===== config.mk =====
export PLATFORM = sky130hd
export DESIGN_NAME = lsal_alert_top
export DESIGN_NICKNAME = d
export VERILOG_FILES = /design/src/lsal_alert_top.v /design/src/lsal_limit_cmp.v /design/src/lsal_sticky_reg.v
export VERILOG_INCLUDE_DIRS = /design/src
export SDC_FILE = /design/constraint.sdc
export NUM_CORES = 1
export LEC_CHECK = 0
export BUFFER_PORTS_ARGS = -buffer_cell sky130_fd_sc_hd__buf_2
export CORE_ASPECT_RATIO = 1.75
export CORE_MARGIN = 2
export CORE_UTILIZATION = 45
export DETAILED_ROUTE_END_ITERATION = 8
export PLACE_DENSITY = 0.85
export SETUP_SLACK_MARGIN = 0.5
export SYNTH_ARGS = -nofsm -noshare
export SYNTH_HDL_FRONTEND = slang
export SYNTH_HIERARCHICAL = 1
export SYNTH_SLANG_ARGS = --single-unit
export TNS_END_PERCENT = 10

===== constraint.sdc =====
create_clock -name clk -period 1.8 [get_ports clk]
set_input_delay 0.18 -clock clk [delete_from_list [all_inputs] [get_ports clk]]
set_output_delay 0.18 -clock clk [all_outputs]
set_load 0.01 [all_outputs]

===== src/lsal_defs.vh =====
// Purpose: constants for the limit status and alert logic
// Assumes: 8-bit register port, one 100 MHz clock
// Notes:   offsets are the device register addresses
`ifndef LSAL_DEFS_VH
`define LSAL_DEFS_VH
`define LSAL_ADDR_PRIMARY_FLAGS   8'h41
`define LSAL_ADDR_SECONDARY_FLAGS 8'h42
`define LSAL_ADDR_PRIMARY_MASK    8'h74
`define LSAL_ADDR_SECONDARY_MASK  8'h75
`define LSAL_ADDR_CONFIG3         8'h78
`define LSAL_MASK_RESET           8'h00
`define LSAL_CONFIG3_RESET        8'h00
`define LSAL_CFG3_ALERT_EN_BIT    0
`define LSAL_SUMMARY_BIT          7
`define LSAL_SEC_FAN_FOUR_MASK_THERMAL_PIN_BIT   5
`define LSAL_SEC_TWELVE_VC_BIT    0
`endif


===== src/lsal_alert_top.v =====
// Purpose: limit status flags, alert masks and active-low alert output
// Assumes: channel results arrive synchronous to clk; host register port is one-cycle strobes
// Notes:   measurement engines and thermal timer live outside; they supply condition levels
`timescale 1ns/1ps
`default_nettype none
`include "lsal_defs.vh"

// Functional notes
// - primary bit 7 set while any secondary flag is set.
// - primary bits 6..0: remote2, local, remote1, 5V, supply, core, 2.5V breaches.
// - secondary bits 7 and 6 flag diode two and diode one faults.
// - secondary bit 5 flags fan four slow, or thermal limit when thermal pin.
// - secondary bits 4..2 flag fans three, two, one below minimum speed.
// - secondary bit 1 flags any overtemperature limit exceeded.
// - secondary bit 0 flags 12V breach, or VID code change when selected.
// - flags are sticky until cause gone and register read.
// - alert stays low while unmasked condition persists and until status read.
// - masks block only the alert; flags still set.
// - primary mask mirrors primary flags; bit 7 masks all secondary sources.
// - secondary mask bit 5 masks fan four or thermal timer event.
// - secondary mask bits 7,6,4..1 mask diodes, fans and overtemperature.
// - secondary mask bit 0 masks 12V or VID change, per selection.
// - alert disabled after reset; enabled by config3 bit 0.
// - high breach is strictly greater; low breach is less or equal.
// - read clears only flags whose condition already cleared.
module lsal_alert_top (
    input  wire       clk,
    input  wire       resetn,
    input  wire [7:0] reg_addr,
    input  wire       reg_wr,
    input  wire       reg_rd,
    input  wire [7:0] reg_wdata,
    output reg  [7:0] reg_rdata_r,
    input  wire [7:0] remote_two_temp,
    input  wire [7:0] remote_two_low,
    input  wire [7:0] remote_two_high,
    input  wire [7:0] local_temp,
    input  wire [7:0] local_low,
    input  wire [7:0] local_high,
    input  wire [7:0] remote_one_temp,
    input  wire [7:0] remote_one_low,
    input  wire [7:0] remote_one_high,
    input  wire [7:0] five_volt,
    input  wire [7:0] five_volt_low,
    input  wire [7:0] five_volt_high,
    input  wire [7:0] supply_volt,
    input  wire [7:0] supply_low,
    input  wire [7:0] supply_high,
    input  wire [7:0] core_volt,
    input  wire [7:0] core_low,
    input  wire [7:0] core_high,
    input  wire [7:0] two_point_five,
    input  wire [7:0] two_point_five_low,
    input  wire [7:0] two_point_five_high,
    input  wire [7:0] twelve_volt,
    input  wire [7:0] twelve_volt_low,
    input  wire [7:0] twelve_volt_high,
    input  wire       diode_two_fault,
    input  wire       diode_one_fault,
    input  wire       fan_four_slow,
    input  wire       thermal_limit_exceeded,
    input  wire       thermal_pin_select,
    input  wire       fan_three_slow,
    input  wire       fan_two_slow,
    input  wire       fan_one_slow,
    input  wire       overtemperature,
    input  wire       code_change_select,
    input  wire [5:0] voltage_code,
    output wire       alert_n
);
    reg  [7:0] primary_alert_mask_r;
    reg  [7:0] secondary_alert_mask_r;
    reg  [7:0] config3_r;
    reg  [5:0] code_prev_r;
    reg        code_valid_r;
    wire [7:0] primary_limit_flags;
    wire [7:0] secondary_fault_flags;
    wire [7:0] primary_cond;
    wire [7:0] secondary_cond;
    wire       rd_primary;
    wire       rd_secondary;
    wire       code_changed;
    wire       twelve_oor;
    wire       primary_pending;
    wire       secondary_pending;
    wire       alert_enable;

    // per-channel limit comparators, bit order is the flag order
    lsal_limit_cmp u_cmp6 (.value(remote_two_temp), .low_limit(remote_two_low),
        .high_limit(remote_two_high), .out_of_limit(primary_cond[6]));
    lsal_limit_cmp u_cmp5 (.value(local_temp), .low_limit(local_low),
        .high_limit(local_high), .out_of_limit(primary_cond[5]));
    lsal_limit_cmp u_cmp4 (.value(remote_one_temp), .low_limit(remote_one_low),
        .high_limit(remote_one_high), .out_of_limit(primary_cond[4]));
    lsal_limit_cmp u_cmp3 (.value(five_volt), .low_limit(five_volt_low),
        .high_limit(five_volt_high), .out_of_limit(primary_cond[3]));
    lsal_limit_cmp u_cmp2 (.value(supply_volt), .low_limit(supply_low),
        .high_limit(supply_high), .out_of_limit(primary_cond[2]));
    lsal_limit_cmp u_cmp1 (.value(core_volt), .low_limit(core_low),
        .high_limit(core_high), .out_of_limit(primary_cond[1]));
    lsal_limit_cmp u_cmp0 (.value(two_point_five), .low_limit(two_point_five_low),
        .high_limit(two_point_five_high), .out_of_limit(primary_cond[0]));
    lsal_limit_cmp u_cmp12 (.value(twelve_volt), .low_limit(twelve_volt_low),
        .high_limit(twelve_volt_high), .out_of_limit(twelve_oor));

    // summary follows the secondary flags, so it is a live condition too
    assign primary_cond[`LSAL_SUMMARY_BIT] = |secondary_fault_flags;

    // code change is a one-cycle event; the sticky flag holds it
    assign code_changed = code_valid_r && (voltage_code != code_prev_r);

    always @(posedge clk or negedge resetn) begin
        if (!resetn) begin
            code_prev_r  <= 6'h00;
            code_valid_r <= 1'b0;
        end else begin
            code_prev_r  <= voltage_code;
            code_valid_r <= 1'b1;
        end
    end

    assign secondary_cond[7] = diode_two_fault;
    assign secondary_cond[6] = diode_one_fault;
    assign secondary_cond[5] = thermal_pin_select ? thermal_limit_exceeded : fan_four_slow;
    assign secondary_cond[4] = fan_three_slow;
    assign secondary_cond[3] = fan_two_slow;
    assign secondary_cond[2] = fan_one_slow;
    assign secondary_cond[1] = overtemperature;
    assign secondary_cond[0] = code_change_select ? code_changed : twelve_oor;

    assign rd_primary   = reg_rd && (reg_addr == `LSAL_ADDR_PRIMARY_FLAGS);
    assign rd_secondary = reg_rd && (reg_addr == `LSAL_ADDR_SECONDARY_FLAGS);

    // flags set regardless of masks
    lsal_sticky_reg u_primary (
        .clk       (clk),
        .resetn    (resetn),
        .cond      (primary_cond),
        .rd_strobe (rd_primary),
        .flags_r   (primary_limit_flags)
    );
    lsal_sticky_reg u_secondary (
        .clk       (clk),
        .resetn    (resetn),
        .cond      (secondary_cond),
        .rd_strobe (rd_secondary),
        .flags_r   (secondary_fault_flags)
    );

    always @(posedge clk or negedge resetn) begin
        if (!resetn) begin
            primary_alert_mask_r   <= `LSAL_MASK_RESET;
            secondary_alert_mask_r <= `LSAL_MASK_RESET;
            config3_r              <= `LSAL_CONFIG3_RESET;
        end else if (reg_wr) begin
            case (reg_addr)
                `LSAL_ADDR_PRIMARY_MASK:   primary_alert_mask_r   <= reg_wdata;
                `LSAL_ADDR_SECONDARY_MASK: secondary_alert_mask_r <= reg_wdata;
                `LSAL_ADDR_CONFIG3:        config3_r              <= reg_wdata;
                default: ;
            endcase
        end
    end

    // read data registered; the clearing read returns pre-clear flags
    always @(posedge clk or negedge resetn) begin
        if (!resetn) begin
            reg_rdata_r <= 8'h00;
        end else if (reg_rd) begin
            case (reg_addr)
                `LSAL_ADDR_PRIMARY_FLAGS:   reg_rdata_r <= primary_limit_flags;
                `LSAL_ADDR_SECONDARY_FLAGS: reg_rdata_r <= secondary_fault_flags;
                `LSAL_ADDR_PRIMARY_MASK:    reg_rdata_r <= primary_alert_mask_r;
                `LSAL_ADDR_SECONDARY_MASK:  reg_rdata_r <= secondary_alert_mask_r;
                `LSAL_ADDR_CONFIG3:         reg_rdata_r <= config3_r;
                default:                    reg_rdata_r <= 8'h00;
            endcase
        end
    end

    // per-bit secondary masks, then the summary mask over the whole group
    assign secondary_pending = |(secondary_fault_flags & ~secondary_alert_mask_r);
    assign primary_pending   = |(primary_limit_flags[6:0] & ~primary_alert_mask_r[6:0]) ||
                               (secondary_pending && !primary_alert_mask_r[`LSAL_SUMMARY_BIT]);
    assign alert_enable      = config3_r[`LSAL_CFG3_ALERT_EN_BIT];
    // flags hold while the cause lasts, so the alert follows them
    assign alert_n = ~(alert_enable && primary_pending);
endmodule // lsal_alert_top
`default_nettype wire


===== src/lsal_limit_cmp.v =====
// Purpose: high and low limit comparison for one 8-bit channel
// Assumes: unsigned values
// Notes:   high is strict, low includes equality
`timescale 1ns/1ps
`default_nettype none
module lsal_limit_cmp (
    input  wire [7:0] value,
    input  wire [7:0] low_limit,
    input  wire [7:0] high_limit,
    output wire       out_of_limit
);
    assign out_of_limit = (value > high_limit) || (value <= low_limit);
endmodule // lsal_limit_cmp
`default_nettype wire


===== src/lsal_sticky_reg.v =====
// Purpose: eight sticky status flags, cleared by a read once the cause is gone
// Assumes: rd_strobe is a one-cycle pulse
// Notes:   a live condition always wins over the read clear
`timescale 1ns/1ps
`default_nettype none
module lsal_sticky_reg (
    input  wire       clk,
    input  wire       resetn,
    input  wire [7:0] cond,
    input  wire       rd_strobe,
    output reg  [7:0] flags_r
);
    wire [7:0] flags_nxt;
    // a read only drops flags whose cause has already cleared
    assign flags_nxt = cond | (rd_strobe ? 8'h00 : flags_r);
    always @(posedge clk or negedge resetn) begin
        if (!resetn) begin
            flags_r <= 8'h00;
        end else begin
            flags_r <= flags_nxt;
        end
    end
endmodule // lsal_sticky_reg
`default_nettype wire


==> results of run 1 <==
layout by cell type, fill, tap and decap left out, drive strengths merged, types with 5 or more instances in the layout:
cell type  count
and3           7
a2111oi        9
nand4         33
dfrtp         55
nand2         25
nor2          23
o221ai        10
buf          248
clkbuf         5
inv          135
a22oi          7
nand3          8
mux2          25
o21ai         12
ha           128
a21o          16
nor2b         24
a21oi         56
or2            7
nor3           8
o211ai        18
worst max-delay path, delay by kind of cell (launching register included):
kind / cells / cell delay, ns
buf+inv: 1 / 0.20
compound gates: 3 / 0.76
simple gates: 1 / 0.16
flops: 1 / 0.38
layer usage:
metal	wire length [um]	global-route usage (%)	vias up
li1	-	-	2854
met4	983	12.12	0
met2	9177	44.87	228
met5	0	0	-
met1	5812	22.46	2774
met3	843	3.755	73
registers in the layout, summed over array words and instances (netlist names):
signal	cells
config3_r	8
primary_alert_mask_r	8
reg_rdata_r	8
secondary_alert_mask_r	8
u_primary/flags_r	8
u_secondary/flags_r	8
code_prev_r	6
code_valid_r	1
stage by stage:
step	setup TNS [ns]	total power, mW
after floorplan	0	1.992
after global placement	0	2.437
after detailed placement	0	2.486
after CTS	-0.2084	3.606
after global routing	-0.2770	3.899
final	-0.1752	3.671
cell type report:
cell class	instances	area, sq um
fill	1058	4950
multi-input combinational	460	4322
timing repair buffer	249	1386
sequential	55	1376
inverter	136	520.5
tap	171	214.0
clock buffer	5	125.1
clock inverter	3	43.79
logic make-up after synthesis:
logic type | count (synthesis) | share of synthesized area (%)
AO/OA/AOI/OAI | 149 | 18.20
AND/OR/NAND/NOR | 151 | 15.93
adder cells (fa/ha/maj) | 128 | 26.86
buffers and inverters | 144 | 9.255
multiplexers | 25 | 5.729
flip-flops | 55 | 23.08
XOR/XNOR | 6 | 0.8814
other | 1 | 0.06290
where the power goes:
part	internal, mW	switching (mW)
combinational	0.643	0.619
clock	0.657	0.449
sequential	1.27	0.0292
total	2.57	1.10
worst max-delay path by stage:
stage                     cells after the start                   start  endpoint
after detailed placement                      5  u_secondary/flags_r[6]   alert_n
after CTS                                     5  u_secondary/flags_r[6]   alert_n
after floorplan                               4  u_secondary/flags_r[6]   alert_n
after global routing                          5  u_secondary/flags_r[6]   alert_n
after global placement                        5  u_secondary/flags_r[6]   alert_n
final                                         5  u_secondary/flags_r[6]   alert_n
what timing repair did:
item / in CTS / in global routing
resized for setup: 16 / 50
pin swaps: 15 / 35
hold buffers: 1 / 0
hold endpoints to repair: 55 / 0
setup endpoints to repair: 6 / 35
==> results by group, run 1 <==
Run status
  • Status: finished with violations
  • Failing checks: negative setup slack

Cells and area
  • Fin cells: 1079
  • P&R area growth vs syn: 33.98%
  • # diodes: 0
  • Fin nets: 1263
  • Final Cell Area: 7988 sq um
  • Layout cell share with drive strength beyond 1: 39.87%
  • Final Util: 61.74%

Power and ir drop
  • PwrDens: 459.6 nW/um^2
  • Peak VDD IR: 0.3837 mV
  • Leak: 4.289 nW

Timing
  • Layout Skew: 0.004637 ns
  • Tmin final: 1.975 ns
  • Final setup violation count: 1
  • Worst setup margin: -0.1752 ns
  • Unrepaired setup endpoints after global routing: true
  • Crit share post-route: 109.7%
  • Final Max Tran Viols: 0
  • Fmax: 506.3 MHz
  • Endpoints failing hold: 0
  • Hold Slack: 0.01294 ns

Logic synthesis
  • Top-count cell post-synth: inv_1
  • Yosys Warn Count: 6
  • Synth Instances: 659
  • Synth Cell Area: 5962 sq um
  • Synth Net Count: 1015
  • Synth Flop Type: dfrtp_1
  • Post-synth EDFFs: 0
  • Share of the synthesized area in the top cell type: 26.86%
  • Yosys top cell by area: ha_1
  • Post-Syn Area per Cell: 9.047 sq um
  • Ys async rst share: 100.0%
  • Flops & latches, synth: 55
  • Sequential area share after synthesis: 23.08%
  • Top post-synthesis cells by area: ha_1 (27%), dfrtp_1 (23%), inv_1 (8.4%)
  • Most common library cells after synthesis: inv_1 (134), ha_1 (128), a21oi_1 (56)
  • Post-synth cell types: 58

Die
  • Row cnt: 55
  • Initial Util: 46.08%
  • DIE AREA: 14220 sq um
  • Die Span Y: 156.3 um
  • Die width: 91.01 um
  • Core area: 12940 sq um
  • IO Count: 237

Worst setup path
  • CP arrival: 1.80 ns
  • R2r endpoint: u_secondary/flags_r[0]
  • CP peak stage delay: 0.38 ns
  • R2r setup slk: 0.45 ns
  • Worst path slowest cell: dfrtp_1
  • Crit-path max FO: 2
  • Crit path launch type: register
  • CP Capture Type: primary output
  • Crit Path Class: reg -> out
  • Cell Chain, Critical Path: nor2b_1 > a2111oi_2 > a31oi_1 > o41ai_2 > buf_2
  • Worst Reg2Reg Path Length in Cells: 5
  • Worst Path Required: 1.62 ns
  • Crit Reg-Reg Startpoint: code_prev_r[2]

Placed design
  • Port Buffers: 236
  • Setup slack at placement: 0.07616 ns
  • DP Cell Count: 1070
  • HPWL after DPL: 13960 um
  • Placed inst area: 7488 sq um
  • Global placement routability congestion: 0.9378

GRT
  • Largest net degree at the start of global routing: 56
  • Vias in the first global route: 6094
  • Antenna violations before repair: 0
  • GRT Total Usage: 22.88%
  • Grt ovf: 0
  • First-pass GRT wire length: 26710 um

Min path
  • Hold Path Origin: voltage_code[2]
  • Worst hold stages: 1
  • WHS Endpoint: code_prev_r[2]
  • Hold WC Path Type: in -> reg

Clock network
  • Max Root-Sink Buffers: 2
  • Clock insertion delay at the later pin of the skew report: 0.29 ns
  • CTS HTree Levels: 2
  • Total CTS buffers: 5
  • Root buf cell: clkbuf_16
  • CTS clk-pin slew, worst paths: 0.07 ns
  • CTS tree: yes
  • TritonCTS Sinks: 55
  • Post-CTS Setup Bufs: 0

Detailed routing
  • TritonRoute pass-1 iters: 4
  • DRC violations left: 0
  • Post-DRT Antenna Nets: 0
  • Via count: 5929
  • Initial DRC count: 193
  • Vias per cell: 5.495
  • WL/cell: 15.59 um
  • Total wire length: 16820 um

Flow run
  • Max-Cap Viols: 0
(Power assumes the default switching activity.)
==> inputs of run 2 (changes only) <==
--- a/config.mk
+++ b/config.mk
@@ -11,6 +11,7 @@
 export CORE_MARGIN = 2
 export CORE_UTILIZATION = 45
 export DETAILED_ROUTE_END_ITERATION = 8
+export GPL_ROUTABILITY_DRIVEN = 0
 export PLACE_DENSITY = 0.85
 export SETUP_SLACK_MARGIN = 0.5
 export SYNTH_ARGS = -nofsm -noshare
==> constraint.sdc (replaced) <==
create_clock -name clk -period 1.9 [get_ports clk]
set_input_delay 0.19 -clock clk [delete_from_list [all_inputs] [get_ports clk]]
set_output_delay 0.19 -clock clk [all_outputs]
set_load 0.01 [all_outputs]
==> results by group, run 2 (synthesized netlist as in run 1, its figures left out) <==
Run status
  • Status: finished with violations
  • Failing checks: negative setup slack

Timing
  • Layout Skew: 0.001612 ns
  • Worst setup margin: -0.1553 ns
  • Slew @ Worst Pin: 0.6922 ns
  • Endpoints failing hold: 0
  • Fmax: 486.6 MHz
  • Tmin final: 2.055 ns
  • Final Max Tran Viols: 0
  • Final setup violation count: 1
  • Crit share post-route: 108.2%
  • Slew Limit Headroom: 53.86%
  • Unrepaired setup endpoints after global routing: true

Flow run
  • Max-Cap Viols: 0

Clock network
  • CTS clk-pin slew, worst paths: 0.07 ns
  • CTS Hold Bufs: 0
  • Root buf cell: clkbuf_16
  • Clock insertion delay at the later pin of the skew report: 0.30 ns
  • TritonCTS Sinks: 55
  • Post-CTS Setup Bufs: 0
  • CTS tree: yes
  • Total CTS buffers: 5
  • Max Root-Sink Buffers: 2
  • CTS HTree Levels: 2

Detailed routing
  • DRC violations left: 0
  • Total wire length: 16120 um
  • Post-DRT Antenna Nets: 0
  • WL/cell: 14.93 um
  • Via count: 5822
  • Vias per cell: 5.391
  • TritonRoute pass-1 iters: 5
  • Initial DRC count: 153

GRT
  • Vias in the first global route: 6174
  • Largest net degree at the start of global routing: 56
  • Grt ovf: 0
  • First-pass GRT wire length: 25780 um
  • Antenna violations before repair: 6
  • GRT Total Usage: 21.94%

Cells and area
  • Fin nets: 1259
  • Most frequent cells in the layout: buf_2 (233), inv_1 (131), ha_1 (119), dfrtp_1 (55), a21oi_1 (49)
  • P&R area growth vs syn: 29.88%
  • Most common cell after layout, fill and taps aside: buf_2
  • Layout cell share with drive strength beyond 1: 36.95%
  • Filler Cell Count: 1136
  • Fin cells: 1080

Power and ir drop
  • Leak: 4.233 nW
  • Tot Pwr: 3.317 mW
  • PwrDens: 428.3 nW/um^2
  • Peak VDD IR: 0.3584 mV

Die
  • DIE AREA: 14220 sq um
  • Die Span Y: 156.3 um
  • IO Count: 237
  • Core area: 12940 sq um
  • Die width: 91.01 um
  • Initial Util: 46.08%
  • Row cnt: 55

Worst setup path
  • CP Capture Type: primary output
  • Worst Path Required: 1.71 ns
  • CP arrival: 1.87 ns
  • Crit Path Class: reg -> out
  • Crit-path max FO: 2
  • R2r setup slk: 0.55 ns
  • Crit path launch type: register

Placed design
  • DP Cell Count: 1067
  • Port Buffers: 236
  • HPWL after DPL: 13960 um
  • Setup slack at placement: 0.1681 ns

Min path
  • Hold WC Path Type: in -> async
==> run 2: cell types whose count changed in the layout (fill, tap and decap cells not counted), moves of 2 or more <==
cell	delta
inv_1	+6
diode_2	+5
buf_6	-8
a21oi_1	+10
a21oi_2	-10
buf_2	+11
buf_8	-2
inv_4	-2
inv_2	-3
buf_4	-3
ha_4	-5
ha_1	+6
==> run 2: metal layers <==
metal / vias up / wire length [um] / track usage [%]
met3: 60 / 810 / 3.948
met4: 2 / 732 / 11.54
met2: 216 / 9107 / 43.99
met1: 2695 / 5457 / 20.52
met5: - / 13 / 0
li1: 2849 / - / -
==> run 2: worst paths after layout <==
kind,startpoint,to,depth (start not counted)
hold reg to reg,u_primary/flags_r[7],u_primary/flags_r[7],1
hold / removal,resetn,reg_rdata_r[0],2
min in group clk,voltage_code[4],code_prev_r[4],1
setup / recovery,u_secondary/flags_r[6],alert_n,5
max in group asynchronous,resetn,u_primary/flags_r[1],2
setup reg to reg,code_prev_r[5],u_secondary/flags_r[0],5
==> run 2: power by group <==
part | switching (mW) | internal [mW]
logic | 0.560 | 0.573
registers | 0.0275 | 1.21
clock network | 0.423 | 0.527
total | 1.01 | 2.31
==> run 2: worst max-delay path, stage by stage (launching register included) <==
cell and delay (ns):
dfrtp_1 0.37, nor2b_1 0.15, a2111oi_2 0.32, a31oi_1 0.15, o41ai_2 0.36, buf_2 0.21
==> run 2: what timing repair did <==
action                     in CTS  in global routing
pin swaps                       1                 17
gates cloned                    0                  0
hold endpoints to repair        0                  0
gates resized for setup         4                 24
setup endpoints to repair       2                  5
==> run 2: area by class of cell <==
| cell class | instances | area (sq um) | share of cell area [%] |
|---|---|---|---|
| Antenna cell | 5 | 12.51 | 0.1616 |
| Clock inverter | 2 | 16.27 | 0.2101 |
| Multi-Input combinational cell | 460 | 4207 | 54.32 |
| Tap cell | 171 | 214.0 | 2.763 |
| Inverter | 136 | 510.5 | 6.592 |
| Timing Repair Buffer | 245 | 1269 | 16.38 |
| Sequential cell | 55 | 1376 | 17.77 |
| Clock buffer | 6 | 138.9 | 1.794 |
==> run 2: through the flow <==
stage	hold slack [ns]	utilization (%)	setup TNS, ns	area [sq um]
2_1_floorplan	-0.1056	-	0	5969
3_3_place_gp	0.3242	57.22	0	7403
3_5_place_dp	0.3256	57.22	0	7403
4_1_cts	0.01953	58.56	-0.1596	7576
5_1_grt	0.02280	59.84	-0.1907	7741
6_report	0.02190	59.85	-0.1553	7744
==> inputs of run 3 (changes only) <==
--- a/config.mk
+++ b/config.mk
@@ -6,13 +6,14 @@
 export SDC_FILE = /design/constraint.sdc
 export NUM_CORES = 1
 export LEC_CHECK = 0
+export ABC_AREA = 1
 export BUFFER_PORTS_ARGS = -buffer_cell sky130_fd_sc_hd__buf_2
 export CORE_ASPECT_RATIO = 1.75
 export CORE_MARGIN = 2
 export CORE_UTILIZATION = 45
 export DETAILED_ROUTE_END_ITERATION = 8
 export GPL_ROUTABILITY_DRIVEN = 0
-export PLACE_DENSITY = 0.85
+export PLACE_DENSITY = 0.84
 export SETUP_SLACK_MARGIN = 0.5
 export SYNTH_ARGS = -nofsm -noshare
 export SYNTH_HDL_FRONTEND = slang
==> results by group, run 3 <==
Logic synthesis
  • Most common library cells after synthesis: nand2_1 (267), inv_1 (213), ha_1 (128)
  • Sequential area share after synthesis: 21.93%
  • Synth Net Count: 1284
  • Ys async rst share: 100.0%
  • Yosys Warn Count: 6
  • Post-synth cell types: 30
  • Share of the synthesized area in the top cell type: 25.51%
  • Post-Syn Area per Cell: 6.764 sq um
  • Top post-synthesis cells by area: ha_1 (26%), dfrtp_1 (22%), nand2_1 (16%)
  • Synth Instances: 928
  • Flops & latches, synth: 55
  • Yosys top cell by area: ha_1
  • Top-count cell post-synth: nand2_1
  • Synth Cell Area: 6277 sq um
  • Post-synth EDFFs: 0
  • Synth Flop Type: dfrtp_1

Clock network
  • Total CTS buffers: 5
  • Clock insertion delay at the later pin of the skew report: 0.29 ns
  • CTS clk-pin slew, worst paths: 0.07 ns
  • Root buf cell: clkbuf_16
  • CTS tree: yes
  • Max Root-Sink Buffers: 2
  • TritonCTS Sinks: 55
  • CTS HTree Levels: 2

Timing
  • Final setup violation count: 0
  • Setup TNS: 0 ns
  • Slew @ Worst Pin: 0.5201 ns
  • Fmax: 661.3 MHz
  • Unrepaired setup endpoints after global routing: true
  • Final Max Tran Viols: 0
  • Slew Limit Headroom: 65.33%
  • Crit share post-route: 79.59%
  • Layout Skew: 0.005786 ns
  • Tmin final: 1.512 ns
  • Endpoints failing hold: 0

Detailed routing
  • Vias per cell: 4.790
  • Top layer in use: met4
  • Via count: 6481
  • DR WL met2: 9308 um
  • DR WL met3: 760 um
  • WL/cell: 12.22 um
  • Initial DRC count: 212
  • Met1 Wirelength: 5495 um
  • Total wire length: 16540 um
  • TritonRoute pass-1 iters: 4
  • Post-DRT Antenna Nets: 0
  • DRC violations left: 0

GRT
  • Vias in the first global route: 6431
  • Antenna violations before repair: 2
  • First-pass GRT wire length: 27160 um
  • Largest net degree at the start of global routing: 35
  • Grt ovf: 0
  • GRT Total Usage: 22.41%

Cells and area
  • Fin nets: 1529
  • Most common cell after layout, fill and taps aside: nand2_1
  • Fin cells: 1353
  • Most frequent cells in the layout: nand2_1 (267), buf_2 (236), inv_1 (212), ha_1 (128), a21oi_1 (56)
  • P&R area growth vs syn: 25.03%
  • Layout cell share with drive strength beyond 1: 25.47%

Die
  • Die Span Y: 160.2 um
  • Die width: 93.28 um
  • Core area: 13760 sq um
  • Row cnt: 57
  • DIE AREA: 14950 sq um
  • IO Count: 237
  • Initial Util: 45.60%

Run status
  • Status: finished clean

Worst setup path
  • Worst Path Required: 1.71 ns
  • R2r setup slk: 0.80 ns
  • Crit Path Class: reg -> out
  • CP Capture Type: primary output
  • Crit path launch type: register
  • Crit-path max FO: 2
  • CP arrival: 1.32 ns

Placed design
  • HPWL after DPL: 14670 um
  • Port Buffers: 236
  • DP Cell Count: 1335

Power and ir drop
  • Peak VDD IR: 0.3446 mV
  • Tot Pwr: 3.308 mW
  • PwrDens: 421.5 nW/um^2
  • Leak: 5.072 nW

Flow run
  • Max-Cap Viols: 0

Min path
  • Hold WC Path Type: in -> reg
## run 3: cell types whose count changed in the layout (fill, tap and decap cells not counted), moves of 22 or more
cell	change
nand4_1	-22
inv_1	+81
nand3_1	+42
nand2_1	+244
nor2_1	+31
## run 3: power by group
group / switching [mW] / total (mW) / internal, mW
clock network: 0.392 / 0.873 / 0.481
registers: 0.0304 / 1.26 / 1.23
logic: 0.643 / 1.18 / 0.536
## run 3: final cells by class
| type | count | area [sq um] |
|---|---|---|
| clock buffers | 5 | 125.1 |
| multi-input cells | 645 | 4009 |
| fillers | 1320 | 5916 |
| repair buffers | 246 | 1271 |
| flip-flops and latches | 55 | 1376 |
| inverters | 220 | 825.8 |
| diodes | 2 | 5.005 |
| clock inverters | 3 | 15.01 |
| well taps | 177 | 221.5 |
## run 3: kinds of logic (layout without fill, tap and decap cells)
| logic type | after synthesis | in the layout | synth area share (%) |
|---|---|---|---|
| AO/OA/AOI/OAI | 98 | 98 | 8.731 |
| buffers and inverters | 228 | 474 | 14.25 |
| multiplexers | 1 | 1 | 0.1794 |
| XOR/XNOR | 6 | 6 | 0.8371 |
| other | 1 | 3 | 0.05974 |
| AND/OR/NAND/NOR | 411 | 411 | 28.50 |
| flip-flops | 55 | 55 | 21.93 |
| adder cells (fa/ha/maj) | 128 | 128 | 25.51 |
## run 3: timing repair
action	CTS	global route
hold endpoints to repair	21	0
buffers inserted	3	4
resized for setup	3	0
endpoints found under the setup margin	1	1
hold buffers	1	0
pin swaps	1	2
## run 3: stage by stage
step           hold slack [ns]  cell area, sq um  utilization (%)  setup slack [ns]
4_1_cts                0.01972              7814            56.77            0.4061
6_report               0.02832              7849            57.02            0.3877
5_1_grt                0.01982              7849            57.02            0.3179
2_1_floorplan          -0.1056              6277                -            0.7073
3_3_place_gp            0.1896              7639            55.50            0.4474
3_5_place_dp            0.1915              7639            55.50            0.4200
## run 3: routing by layer
layer  vias up  track usage (%)
met2       202            44.02
met4         0            13.17
met5         -                0
met3        61            3.255
li1       3363                -
met1      2855            20.87
## run 3: final timing paths
kind	from	to	cells after the start
worst min register to register	u_primary/flags_r[7]	u_primary/flags_r[7]	2
min in group asynchronous	resetn	config3_r[2]	2
worst max register to register	code_prev_r[2]	u_secondary/flags_r[0]	7
worst min-delay path	voltage_code[0]	code_prev_r[0]	1
max in group asynchronous	resetn	u_primary/flags_r[3]	3
worst max-delay path	secondary_alert_mask_r[3]	alert_n	6
## run 3: critical path, stage by stage (launching register included)
cell and delay, ns:
dfrtp_1 0.40, or2_4 0.25, nand4_1 0.07, o21ai_1 0.08, nand2_1 0.06, nand2_1 0.04, buf_2 0.13
